`src/hdl/port23_pkg.sv`:
```
// Constants shared by the second and third parallel port block
package port23_pkg;
  // Register indices; byte address is four times the index
  localparam logic [15:0] P2_DIR_IDX    = 16'hFFC1;
  localparam logic [15:0] P2_LATCH_IDX  = 16'hFFC3;
  localparam logic [15:0] P3_DIR_IDX    = 16'hFFC4;
  localparam logic [15:0] P3_LATCH_IDX  = 16'hFFC6;
  localparam logic [15:0] P2_PULLUP_IDX = 16'hFFD8;
  localparam int          ADDR_W        = 18;
  localparam int          IDX_LSB       = 2;
  // Reset values and fixed read answers
  localparam logic [7:0]  REG_RESET     = 8'h00;
  localparam logic [7:0]  ALL_ONES      = 8'hFF;
  localparam logic [31:0] UNMAPPED_READ = 32'h0000_0000;
  // Operating mode codes
  localparam logic [2:0]  MODE_EXP_NOROM_A = 3'h1;
  localparam logic [2:0]  MODE_EXP_NOROM_B = 3'h3;
  localparam logic [2:0]  MODE_EXP_ROM     = 3'h5;
endpackage

```
`src/hdl/mode_dependent_io_ports.sv`:
```
// Second and third parallel ports with mode dependent pin functions
//
// Summary of operation
// - Pull-up on only when enabled, input, ROM modes
// - ROM-off expanded modes: pull-ups always off
// - Pull-up control register: 8-bit read/write
// - Pull-up register clears on reset, hardware standby
// - Pull-ups off at reset; held in software standby
// - ROM-off expanded modes: second port drives address
// - ROM expanded: direction picks address or input
// - Single-chip: second port direction picks output/input
// - Expanded modes: third port is data bus
// - Single-chip: third port drives latch when output
// - Third port direction register: 8-bit write-only
// - Third port direction reads as all ones
// - Third port direction clears on reset, hardware standby
// - Output pins hold level in software standby
// - Third port read: latch if output, else pin
// - Third port latch read/write, clears on reset
// - Second port direction write-only, clears on reset
// - Second port read: latch if output, else pin
//
// The Avalon-MM slave port is this design's own decision.
`timescale 1ns/1ps
module mode_dependent_io_ports
  import port23_pkg::*;
(
  input  wire logic              mclk_i,
  input  wire logic              reset_i,
  input  wire logic [2:0]        mode_i,
  input  wire logic              hw_standby_i,
  input  wire logic              sw_standby_i,
  input  wire logic [ADDR_W-1:0] avs_address_i,
  input  wire logic              avs_read_i,
  input  wire logic              avs_write_i,
  input  wire logic [31:0]       avs_writedata_i,
  input  wire logic [3:0]        avs_byteenable_i,
  output logic [31:0]            avs_readdata_o,
  output logic                   avs_waitrequest_o,
  input  wire logic [7:0]        addr_hi_i,
  input  wire logic              ext_data_oe_i,
  input  wire logic [7:0]        ext_data_i,
  output logic [7:0]             ext_data_o,
  input  wire logic [7:0]        p2_in_i,
  output logic [7:0]             p2_out_o,
  output logic [7:0]             p2_oe_o,
  output logic [7:0]             p2_pullup_o,
  input  wire logic [7:0]        p3_in_i,
  output logic [7:0]             p3_out_o,
  output logic [7:0]             p3_oe_o
);

  // ****************************************************************
  // Helpers
  // ****************************************************************
  // Expanded modes with on-chip ROM switched off
  function automatic logic rom_off(input logic [2:0] m);
    rom_off = (m == MODE_EXP_NOROM_A) || (m == MODE_EXP_NOROM_B);
  endfunction

  // All expanded modes; unused codes behave as single-chip
  function automatic logic expanded(input logic [2:0] m);
    expanded = rom_off(m) || (m == MODE_EXP_ROM);
  endfunction

  // Port read: latch for output pins, pin level for inputs
  function automatic logic [7:0] port_read(input logic [7:0] dir,
                                           input logic [7:0] lat,
                                           input logic [7:0] pin);
    port_read = (dir & lat) | (~dir & pin);
  endfunction

  // ****************************************************************
  // Input synchronisers
  // ****************************************************************
  logic [2:0] mode_s1_reg, mode_s2_reg;
  logic       hws_s1_reg, hws_s2_reg;
  logic [7:0] p2_s1_reg, p2_s2_reg;
  logic [7:0] p3_s1_reg, p3_s2_reg;

  // Pins and straps come from outside the clock domain
  always_ff @(posedge mclk_i)
  begin
    mode_s1_reg <= mode_i;
    mode_s2_reg <= mode_s1_reg;
    hws_s1_reg  <= hw_standby_i;
    hws_s2_reg  <= hws_s1_reg;
    p2_s1_reg   <= p2_in_i;
    p2_s2_reg   <= p2_s1_reg;
    p3_s1_reg   <= p3_in_i;
    p3_s2_reg   <= p3_s1_reg;
  end

  logic clear_all;
  logic is_rom_off;
  logic is_exp;
  // Hardware standby clears state just as reset does
  assign clear_all  = reset_i || hws_s2_reg;
  assign is_rom_off = rom_off(mode_s2_reg);
  assign is_exp     = expanded(mode_s2_reg);

  // ****************************************************************
  // Avalon-MM slave and port registers
  // ****************************************************************
  logic        wait_reg, wait_next;
  logic [31:0] rdata_reg, rdata_next;
  logic [7:0]  p2_dir_reg, p2_dir_next;
  logic [7:0]  p2_lat_reg, p2_lat_next;
  logic [7:0]  p2_pcr_reg, p2_pcr_next;
  logic [7:0]  p3_dir_reg, p3_dir_next;
  logic [7:0]  p3_lat_reg, p3_lat_next;
  logic [15:0] idx;
  logic        req;
  logic        wr_take;

  assign idx     = avs_address_i[ADDR_W-1:IDX_LSB];
  assign req     = avs_read_i || avs_write_i;
  assign wr_take = avs_write_i && !wait_reg && avs_byteenable_i[0];

  // One wait cycle per access; write lands on the acknowledging edge
  always_comb
  begin
    wait_next   = !(req && wait_reg);
    rdata_next  = rdata_reg;
    p2_dir_next = p2_dir_reg;
    p2_lat_next = p2_lat_reg;
    p2_pcr_next = p2_pcr_reg;
    p3_dir_next = p3_dir_reg;
    p3_lat_next = p3_lat_reg;
    if (avs_read_i && wait_reg)
    begin
      rdata_next = UNMAPPED_READ;
      case (idx)
        P2_DIR_IDX:    rdata_next[7:0] = ALL_ONES;
        P2_LATCH_IDX:  rdata_next[7:0] = port_read(p2_dir_reg, p2_lat_reg,
                                                   p2_s2_reg);
        P2_PULLUP_IDX: rdata_next[7:0] = p2_pcr_reg;
        P3_DIR_IDX:    rdata_next[7:0] = ALL_ONES;
        P3_LATCH_IDX:  rdata_next[7:0] = port_read(p3_dir_reg, p3_lat_reg,
                                                   p3_s2_reg);
        default:       rdata_next      = UNMAPPED_READ;
      endcase
    end
    if (wr_take)
    begin
      case (idx)
        P2_DIR_IDX:    p2_dir_next = avs_writedata_i[7:0];
        P2_LATCH_IDX:  p2_lat_next = avs_writedata_i[7:0];
        P2_PULLUP_IDX: p2_pcr_next = avs_writedata_i[7:0];
        P3_DIR_IDX:    p3_dir_next = avs_writedata_i[7:0];
        P3_LATCH_IDX:  p3_lat_next = avs_writedata_i[7:0];
        default:       p3_lat_next = p3_lat_reg;
      endcase
    end
  end

  // Registers survive software standby simply by not being cleared
  always_ff @(posedge mclk_i)
  begin
    if (clear_all)
    begin
      wait_reg   <= 1'b1;
      rdata_reg  <= UNMAPPED_READ;
      p2_dir_reg <= REG_RESET;
      p2_lat_reg <= REG_RESET;
      p2_pcr_reg <= REG_RESET;
      p3_dir_reg <= REG_RESET;
      p3_lat_reg <= REG_RESET;
    end
    else
    begin
      wait_reg   <= wait_next;
      rdata_reg  <= rdata_next;
      p2_dir_reg <= p2_dir_next;
      p2_lat_reg <= p2_lat_next;
      p2_pcr_reg <= p2_pcr_next;
      p3_dir_reg <= p3_dir_next;
      p3_lat_reg <= p3_lat_next;
    end
  end

  assign avs_waitrequest_o = wait_reg;
  assign avs_readdata_o    = rdata_reg;

  // ****************************************************************
  // Pin drivers
  // ****************************************************************
  logic [7:0] p2_out_reg, p2_out_next;
  logic [7:0] p2_oe_reg, p2_oe_next;
  logic [7:0] p2_pu_reg, p2_pu_next;
  logic [7:0] p3_out_reg, p3_out_next;
  logic [7:0] p3_oe_reg, p3_oe_next;
  logic [7:0] ext_rd_reg, ext_rd_next;

  // Pin functions per mode; software standby freezes every pin
  always_comb
  begin
    p2_out_next = p2_out_reg;
    p2_oe_next  = p2_oe_reg;
    p2_pu_next  = p2_pu_reg;
    p3_out_next = p3_out_reg;
    p3_oe_next  = p3_oe_reg;
    ext_rd_next = p3_s2_reg;
    if (!sw_standby_i)
    begin
      p2_pu_next = p2_pcr_reg & ~p2_dir_reg;
      if (is_rom_off)
      begin
        p2_oe_next  = ALL_ONES;
        p2_out_next = addr_hi_i;
      end
      else if (is_exp)
      begin
        p2_oe_next  = p2_dir_reg;
        p2_out_next = addr_hi_i;
      end
      else
      begin
        p2_oe_next  = p2_dir_reg;
        p2_out_next = p2_lat_reg;
      end
      if (is_exp)
      begin
        p3_oe_next  = {8{ext_data_oe_i}};
        p3_out_next = ext_data_i;
      end
      else
      begin
        p3_oe_next  = p3_dir_reg;
        p3_out_next = p3_lat_reg;
      end
    end
    // Bus addressing without ROM never enables pull-ups, even frozen
    if (is_rom_off)
    begin
      p2_pu_next = REG_RESET;
    end
  end

  // Pins release and pull-ups drop during reset and hardware standby
  always_ff @(posedge mclk_i)
  begin
    if (clear_all)
    begin
      p2_out_reg <= REG_RESET;
      p2_oe_reg  <= REG_RESET;
      p2_pu_reg  <= REG_RESET;
      p3_out_reg <= REG_RESET;
      p3_oe_reg  <= REG_RESET;
      ext_rd_reg <= REG_RESET;
    end
    else
    begin
      p2_out_reg <= p2_out_next;
      p2_oe_reg  <= p2_oe_next;
      p2_pu_reg  <= p2_pu_next;
      p3_out_reg <= p3_out_next;
      p3_oe_reg  <= p3_oe_next;
      ext_rd_reg <= ext_rd_next;
    end
  end

  assign p2_out_o    = p2_out_reg;
  assign p2_oe_o     = p2_oe_reg;
  assign p2_pullup_o = p2_pu_reg;
  assign p3_out_o    = p3_out_reg;
  assign p3_oe_o     = p3_oe_reg;
  assign ext_data_o  = ext_rd_reg;
endmodule // mode_dependent_io_ports

```
`config.mk`:
```
export PLATFORM = sky130hd
export DESIGN_NAME = mode_dependent_io_ports
export DESIGN_NICKNAME = d
export VERILOG_FILES = /design/src/hdl/port23_pkg.sv /design/src/hdl/mode_dependent_io_ports.sv
export SDC_FILE = /design/constraint.sdc
export NUM_CORES = 1
export LEC_CHECK = 0
export BUFFER_PORTS_ARGS = -buffer_cell sky130_fd_sc_hd__buf_2
export CAP_MARGIN = 30
export CORE_MARGIN = 2
export CORE_UTILIZATION = 25
export DETAILED_ROUTE_END_ITERATION = 10
export PLACE_DENSITY = 0.43
export SLEW_MARGIN = 15
export SYNTH_ARGS = -nofsm -noshare
export SYNTH_HDL_FRONTEND = slang
export SYNTH_SLANG_ARGS = --single-unit
export TNS_END_PERCENT = 1
```
`constraint.sdc`:
```
create_clock -name mclk_i -period 4.9 [get_ports mclk_i]
set_input_delay 0.245 -clock mclk_i [delete_from_list [all_inputs] [get_ports mclk_i]]
set_output_delay 0.245 -clock mclk_i [all_outputs]
set_load 0.05 [all_outputs]
```
Word-level counts from Yosys, hierarchy flattened
Index checks and enable logic that the tools add are counted.
{ "classes": {"n_reduce_logical": 17, "mux": 6, "eq_ne": 8, "bitwise_logic": 9} }
{ "ops": {"columns": ["cell", "count"], "rows": [
  ["$eq A16 B16 Y1 const B", 5],
  ["$and A8 B8 Y8", 5],
  ["$mux W8", 5],
  ["$pmux W8 S4", 1],
  ["$not A8 Y8", 2],
  ["$or A8 B8 Y8", 2],
  ["$reduce_and A2 Y1", 5],
  ["$logic_and A1 B1 Y1", 4],
  ["$logic_or A1 B1 Y1", 4],
  ["$reduce_or A2 Y1", 2],
  ["$eq A3 B1 Y1 const B", 1],
  ["$eq A3 B2 Y1 const B", 1],
  ["$eq A3 B3 Y1 const B", 1],
  ["$logic_not A1 Y1", 2]
]} }
{ "totals": {"inputBits": 96, "ff_bits": 137, "wordCells": 61, "output_inout_bits": 81} }

Depth between registers and ports, before layout
{ "logic_depth": {"word_depth": 5, "mapped_depth": 7, "depth_no_buf": 5} }

Worst setup path before layout
No wires, ideal clock.
{ "synth_path": {"path_kind": "in2reg", "from": "in avs_address_i[2]", "to": "reg rdata_reg[6], in the netlist avs_readdata_o[6]", "t_arrival_ns": 1.801, "n_path_buf": 1, "setup_ns": 0.086, "required_ns": 4.814, "stages": 6, "slack_ns": 3.012, "cell_sequence": "or4b_4 > or4_4 > buf_6 > nor2_4 > a211oi_1 > a221oi_2"} }
{ "synth_between": {"elab_chain_len": 3, "elab_cells_between_ends": 7, "cone_classes": "eq/ne: 5; mux: 1; reduce/logical: 1"} }
{ "synth_rtl": {"columns": ["item", "line_no", "text"], "rows": [
  ["start, declared", "mode_dependent_io_ports.sv:33", "input wire logic [ADDR_W-1:0] avs_address_i,"],
  ["$eq A16 B16 Y1", "mode_dependent_io_ports.sv:133", "case (idx)"],
  ["$reduce_or A2 Y1 (no source line)", null, null],
  ["$pmux W8 S4 *", "mode_dependent_io_ports.sv:133", null],
  ["end signal, assigned", "mode_dependent_io_ports.sv:173", "rdata_reg <= rdata_next;"],
  ["end, declared", "mode_dependent_io_ports.sv:106", "logic [31:0] rdata_reg, rdata_next;"]
]} }
Mark *: on every way between the ends. The rest lies on a longest branch, timed or not.
A chain may end at the register's enable or synchronous reset.

==> results list <==
- For this run, the top clock speed supported by timing is 464.3 MHz.
* Post-CTS setup buffers: 0
- The flow ran to the end, and the final reports show no timing, DRC or antenna violations.
* Top FF cell, synth: dfxtp_1
* Data arrival time of the worst path: 2.51 ns
- Average footprint of a synthesized cell: 10.20 um2
- Across all setup checks in the final design, the least slack found is 2.746 ns.
- OpenSTA, run right after detailed placement, puts the worst setup slack at 2.272 ns.
* Pwr dens: 405.9 nW/um2
* Yosys synthesis warning count: 0
* DR vias: 3914
* Met2 routing resource usage after global routing: 20.54%
- The worst hold path belongs to the class in2reg.
- The floorplan step set the die height to 146.4 um.
- The synthesized netlist devotes 10.47% of its cell area to compound gates.
- Initial antenna violation count: 1
* Number of routed nets with antenna violations: 0
- Clock Tree Root: clkbuf_16
- Dividing the detail-routed via count by the number of cells gives 4.250.
* Flop and latch count out of synthesis: 137
- During placement, the flow inserted port buffers numbering 123.
* Largest family of logic cells by synthesized area: simple AND/OR/NAND/NOR gates
* Simple-Gate Fraction of Synth Area: 15.33%
- The first detailed-routing pass took 4 iterations.
- Clock tree from TritonCTS: done
* Floorplan die area: 21430 um2
* NumNets Final: 734
* CP max FO: 49
- The worst setup path is launched from an input pin.
- After technology mapping, the gate count stands at 497.
* Leakage Power: 2.929 nW
* Synth top area share: 54.11%
- Portion of the post-synthesis area used by sequential elements: 54.11%
* Hold violation total from the final report: 0
- Worst endpoint required time: 5.26 ns
- Starting Density: 25.29%
- Number of library cell types mapped by synthesis: 39
- The initialized floorplan defines 52 standard-cell rows.
* Most common cell in the netlist: dfxtp_1
- In the routed design, unresolved DRC markers number 0.
- Slew HR: 35.85%
- The final critical path takes up 43.95% of the cycle.
* Sort of element at the end of the critical path: flip-flop
* All-layer global routing usage: 13.40%
* Most instantiated cells after synthesis: dfxtp_1 (137), nor2_1 (106), mux2i_1 (72)
- At the pin with the least slew margin, the transition time is 0.9598 ns.
- dfxtp_1 takes more of the synthesized area than any other cell.
* Total clock buffers created by CTS: 17
- The first global-routing pass estimated 21.56 mm of wire.
* Max cap viols: 0
- Parity-gate share of the synthesized area counting xor and xnor cells: 0.1728%
- Number of diodes added for antenna fixing: 0
* Final core utilization: 33.41%
- Synth top area cells: dfxtp_1 (54%), mux2i_1 (14%), nor2_1 (7.8%), a21oi_1 (4.0%), buf_4 (3.6%)
* Final Slew Violations: 0
* Worst setup skew after layout: 0.006796 ns
- Worst supply voltage drop on vdd: 233.6 uV
- Most used routing layer: met2
* Remaining global-route overflow: 0
- Met3 track demand over resource in global routing: 4.469%
- Entering global routing, the biggest net connects 65 pins.
- EDFF count, synth: 0
- Count of boundary I/O pins: 177
* Layout cells sized above 1: 27.65%
- Of the post-synthesis cell area, the part taken by muxes is 14.22%.
* Die outline width: 146.4 um
- Clock latency reported for the late side of the worst-skew pair: 0.41 ns
* DRC violation total after the first TritonRoute iteration: 213
- Final setup violating endpoints: 0
- After clock tree synthesis, the clock-pin slew on the worst setup and hold paths is 0.06 ns.
- Summing every instance area after synthesis gives 5069 um2.
- GP Congestion: 0.7091
* Per-cell routed wire length: 15.15 um
* Category of the critical setup timing path: in2reg
* H-tree depth reported by CTS: 4
* Async SR Flop Fraction: 0%
- Subtracting the final worst setup slack from the clock period gives 2.154 ns.
- Routed Wire Length: 13.95 mm
- The clock drives 137 sinks.
* Area Overhead vs Synth: 32.09%
- Number of global-route vias before repair: 3783
* Routing usage on met1: 17.48%
* Clock buffer depth: 2
- The worst register-to-register path has a setup slack of 2.82 ns.
- In this run the standard cell core region covers 20040 um2.
- The filler cells instantiated in the layout total 2119.
- Setup repair after global routing missed its margin: false
- Summing the areas of all fa, ha and maj instances in the mapped netlist gives 0% of the synthesized area.
* Setup TNS: 0 ns
* Dpl hpwl: 10.32 mm
## final cells by class
| type | instances | area (um2) | share of cell area [%] |
|---|---|---|---|
| Clock inverter | 11 | 167.7 | 2.504 |
| Clock buffer | 21 | 470.5 | 7.027 |
| Sequential cell | 137 | 2743 | 40.96 |
| Inverter | 2 | 7.507 | 0.1121 |
| Multi-Input combinational cell | 334 | 2131 | 31.83 |
| Timing Repair Buffer | 146 | 838.3 | 12.52 |
| Tap cell | 270 | 337.8 | 5.046 |
## critical path, stage by stage
cell      delay (ns)
buf_2           0.66
clkinv_1        0.84
nand2_1         0.49
o221a_2         0.25
## cell usage in the layout, fill, tap and decap left out, drive strengths merged, types with 2 or more instances in the layout
| cell | instances |
|---|---|
| nand4 | 3 |
| dfxtp | 137 |
| clkinv | 5 |
| and2 | 9 |
| dlygate4sd3 | 20 |
| nor3b | 9 |
| nand3b | 2 |
| nand2 | 15 |
| mux2i | 72 |
| o21ai | 8 |
| a22oi | 7 |
| bufinv | 4 |
| or3 | 2 |
| nor4b | 2 |
| o221a | 8 |
| or4b | 2 |
| nor4 | 3 |
| a21oi | 41 |
| conb | 24 |
| buf | 126 |
| clkbuf | 21 |
| inv | 2 |
| or4 | 4 |
| nor2 | 107 |
| clkinvlp | 2 |
| a221oi | 8 |
## per-stage QoR
| step | hold WS [ns] | power [mW] | area (um2) | std cells |
|---|---|---|---|---|
| finish | 0.04861 | 2.718 | 6695 | 921 |
| global route | 0.03135 | 2.832 | 6695 | 921 |
| detailed placement | 0.3121 | 1.374 | 5857 | 869 |
| CTS | 0.02096 | 2.759 | 6695 | 921 |
| floorplan | 0.2727 | 1.322 | 5155 | 520 |
| global placement | 0.3142 | 1.371 | 5857 | 869 |
## report_power, final
group	switching, mW	internal [mW]	leakage, nW
sequential	0.0112	1.14	1.12
clock	0.466	0.892	0.309
combinational	0.147	0.0599	1.50
total	0.624	2.09	2.93
## final timing paths
path / start / end / cells past startpoint
worst min-delay path: avs_read_i / avs_waitrequest_o$_SDFF_PP1_ / 2
worst max-delay path: sw_standby_i / p2_oe_o[3]$_SDFFE_PP0N_ / 4
worst max register to register: avs_waitrequest_o$_SDFF_PP1_ / p2_lat_reg[7]$_SDFFE_PP0P_ / 5
worst min register to register: p3_s1_reg[0]$_DFF_P_ / ext_rd_next[0]$_DFF_P_ / 0
## cell families (layout without fill, tap and decap cells)
kind of cell	Yosys count	after routing
buffers and inverters	49	180
xor gates and xnor gates	1	1
other	1	24
and+or+nand+nor	162	162
muxes	72	72
AOI/OAI and AO/OA	75	75
DFF	137	137
## what timing repair did
| action | 4_1_cts | 5_1_grt |
|---|---|---|
| hold endpoints to repair | 20 | 0 |
| resized for setup | 0 | 0 |
| hold buffers | 20 | 0 |
## per-layer routing
layer | wire length, um | up-vias
li1 | - | 1966
met1 | 6695 | 1807
met2 | 6125 | 122
met3 | 829 | 17
met4 | 291 | 2
met5 | 11 | -
Note: power is estimated with default switching activity, not from simulation.
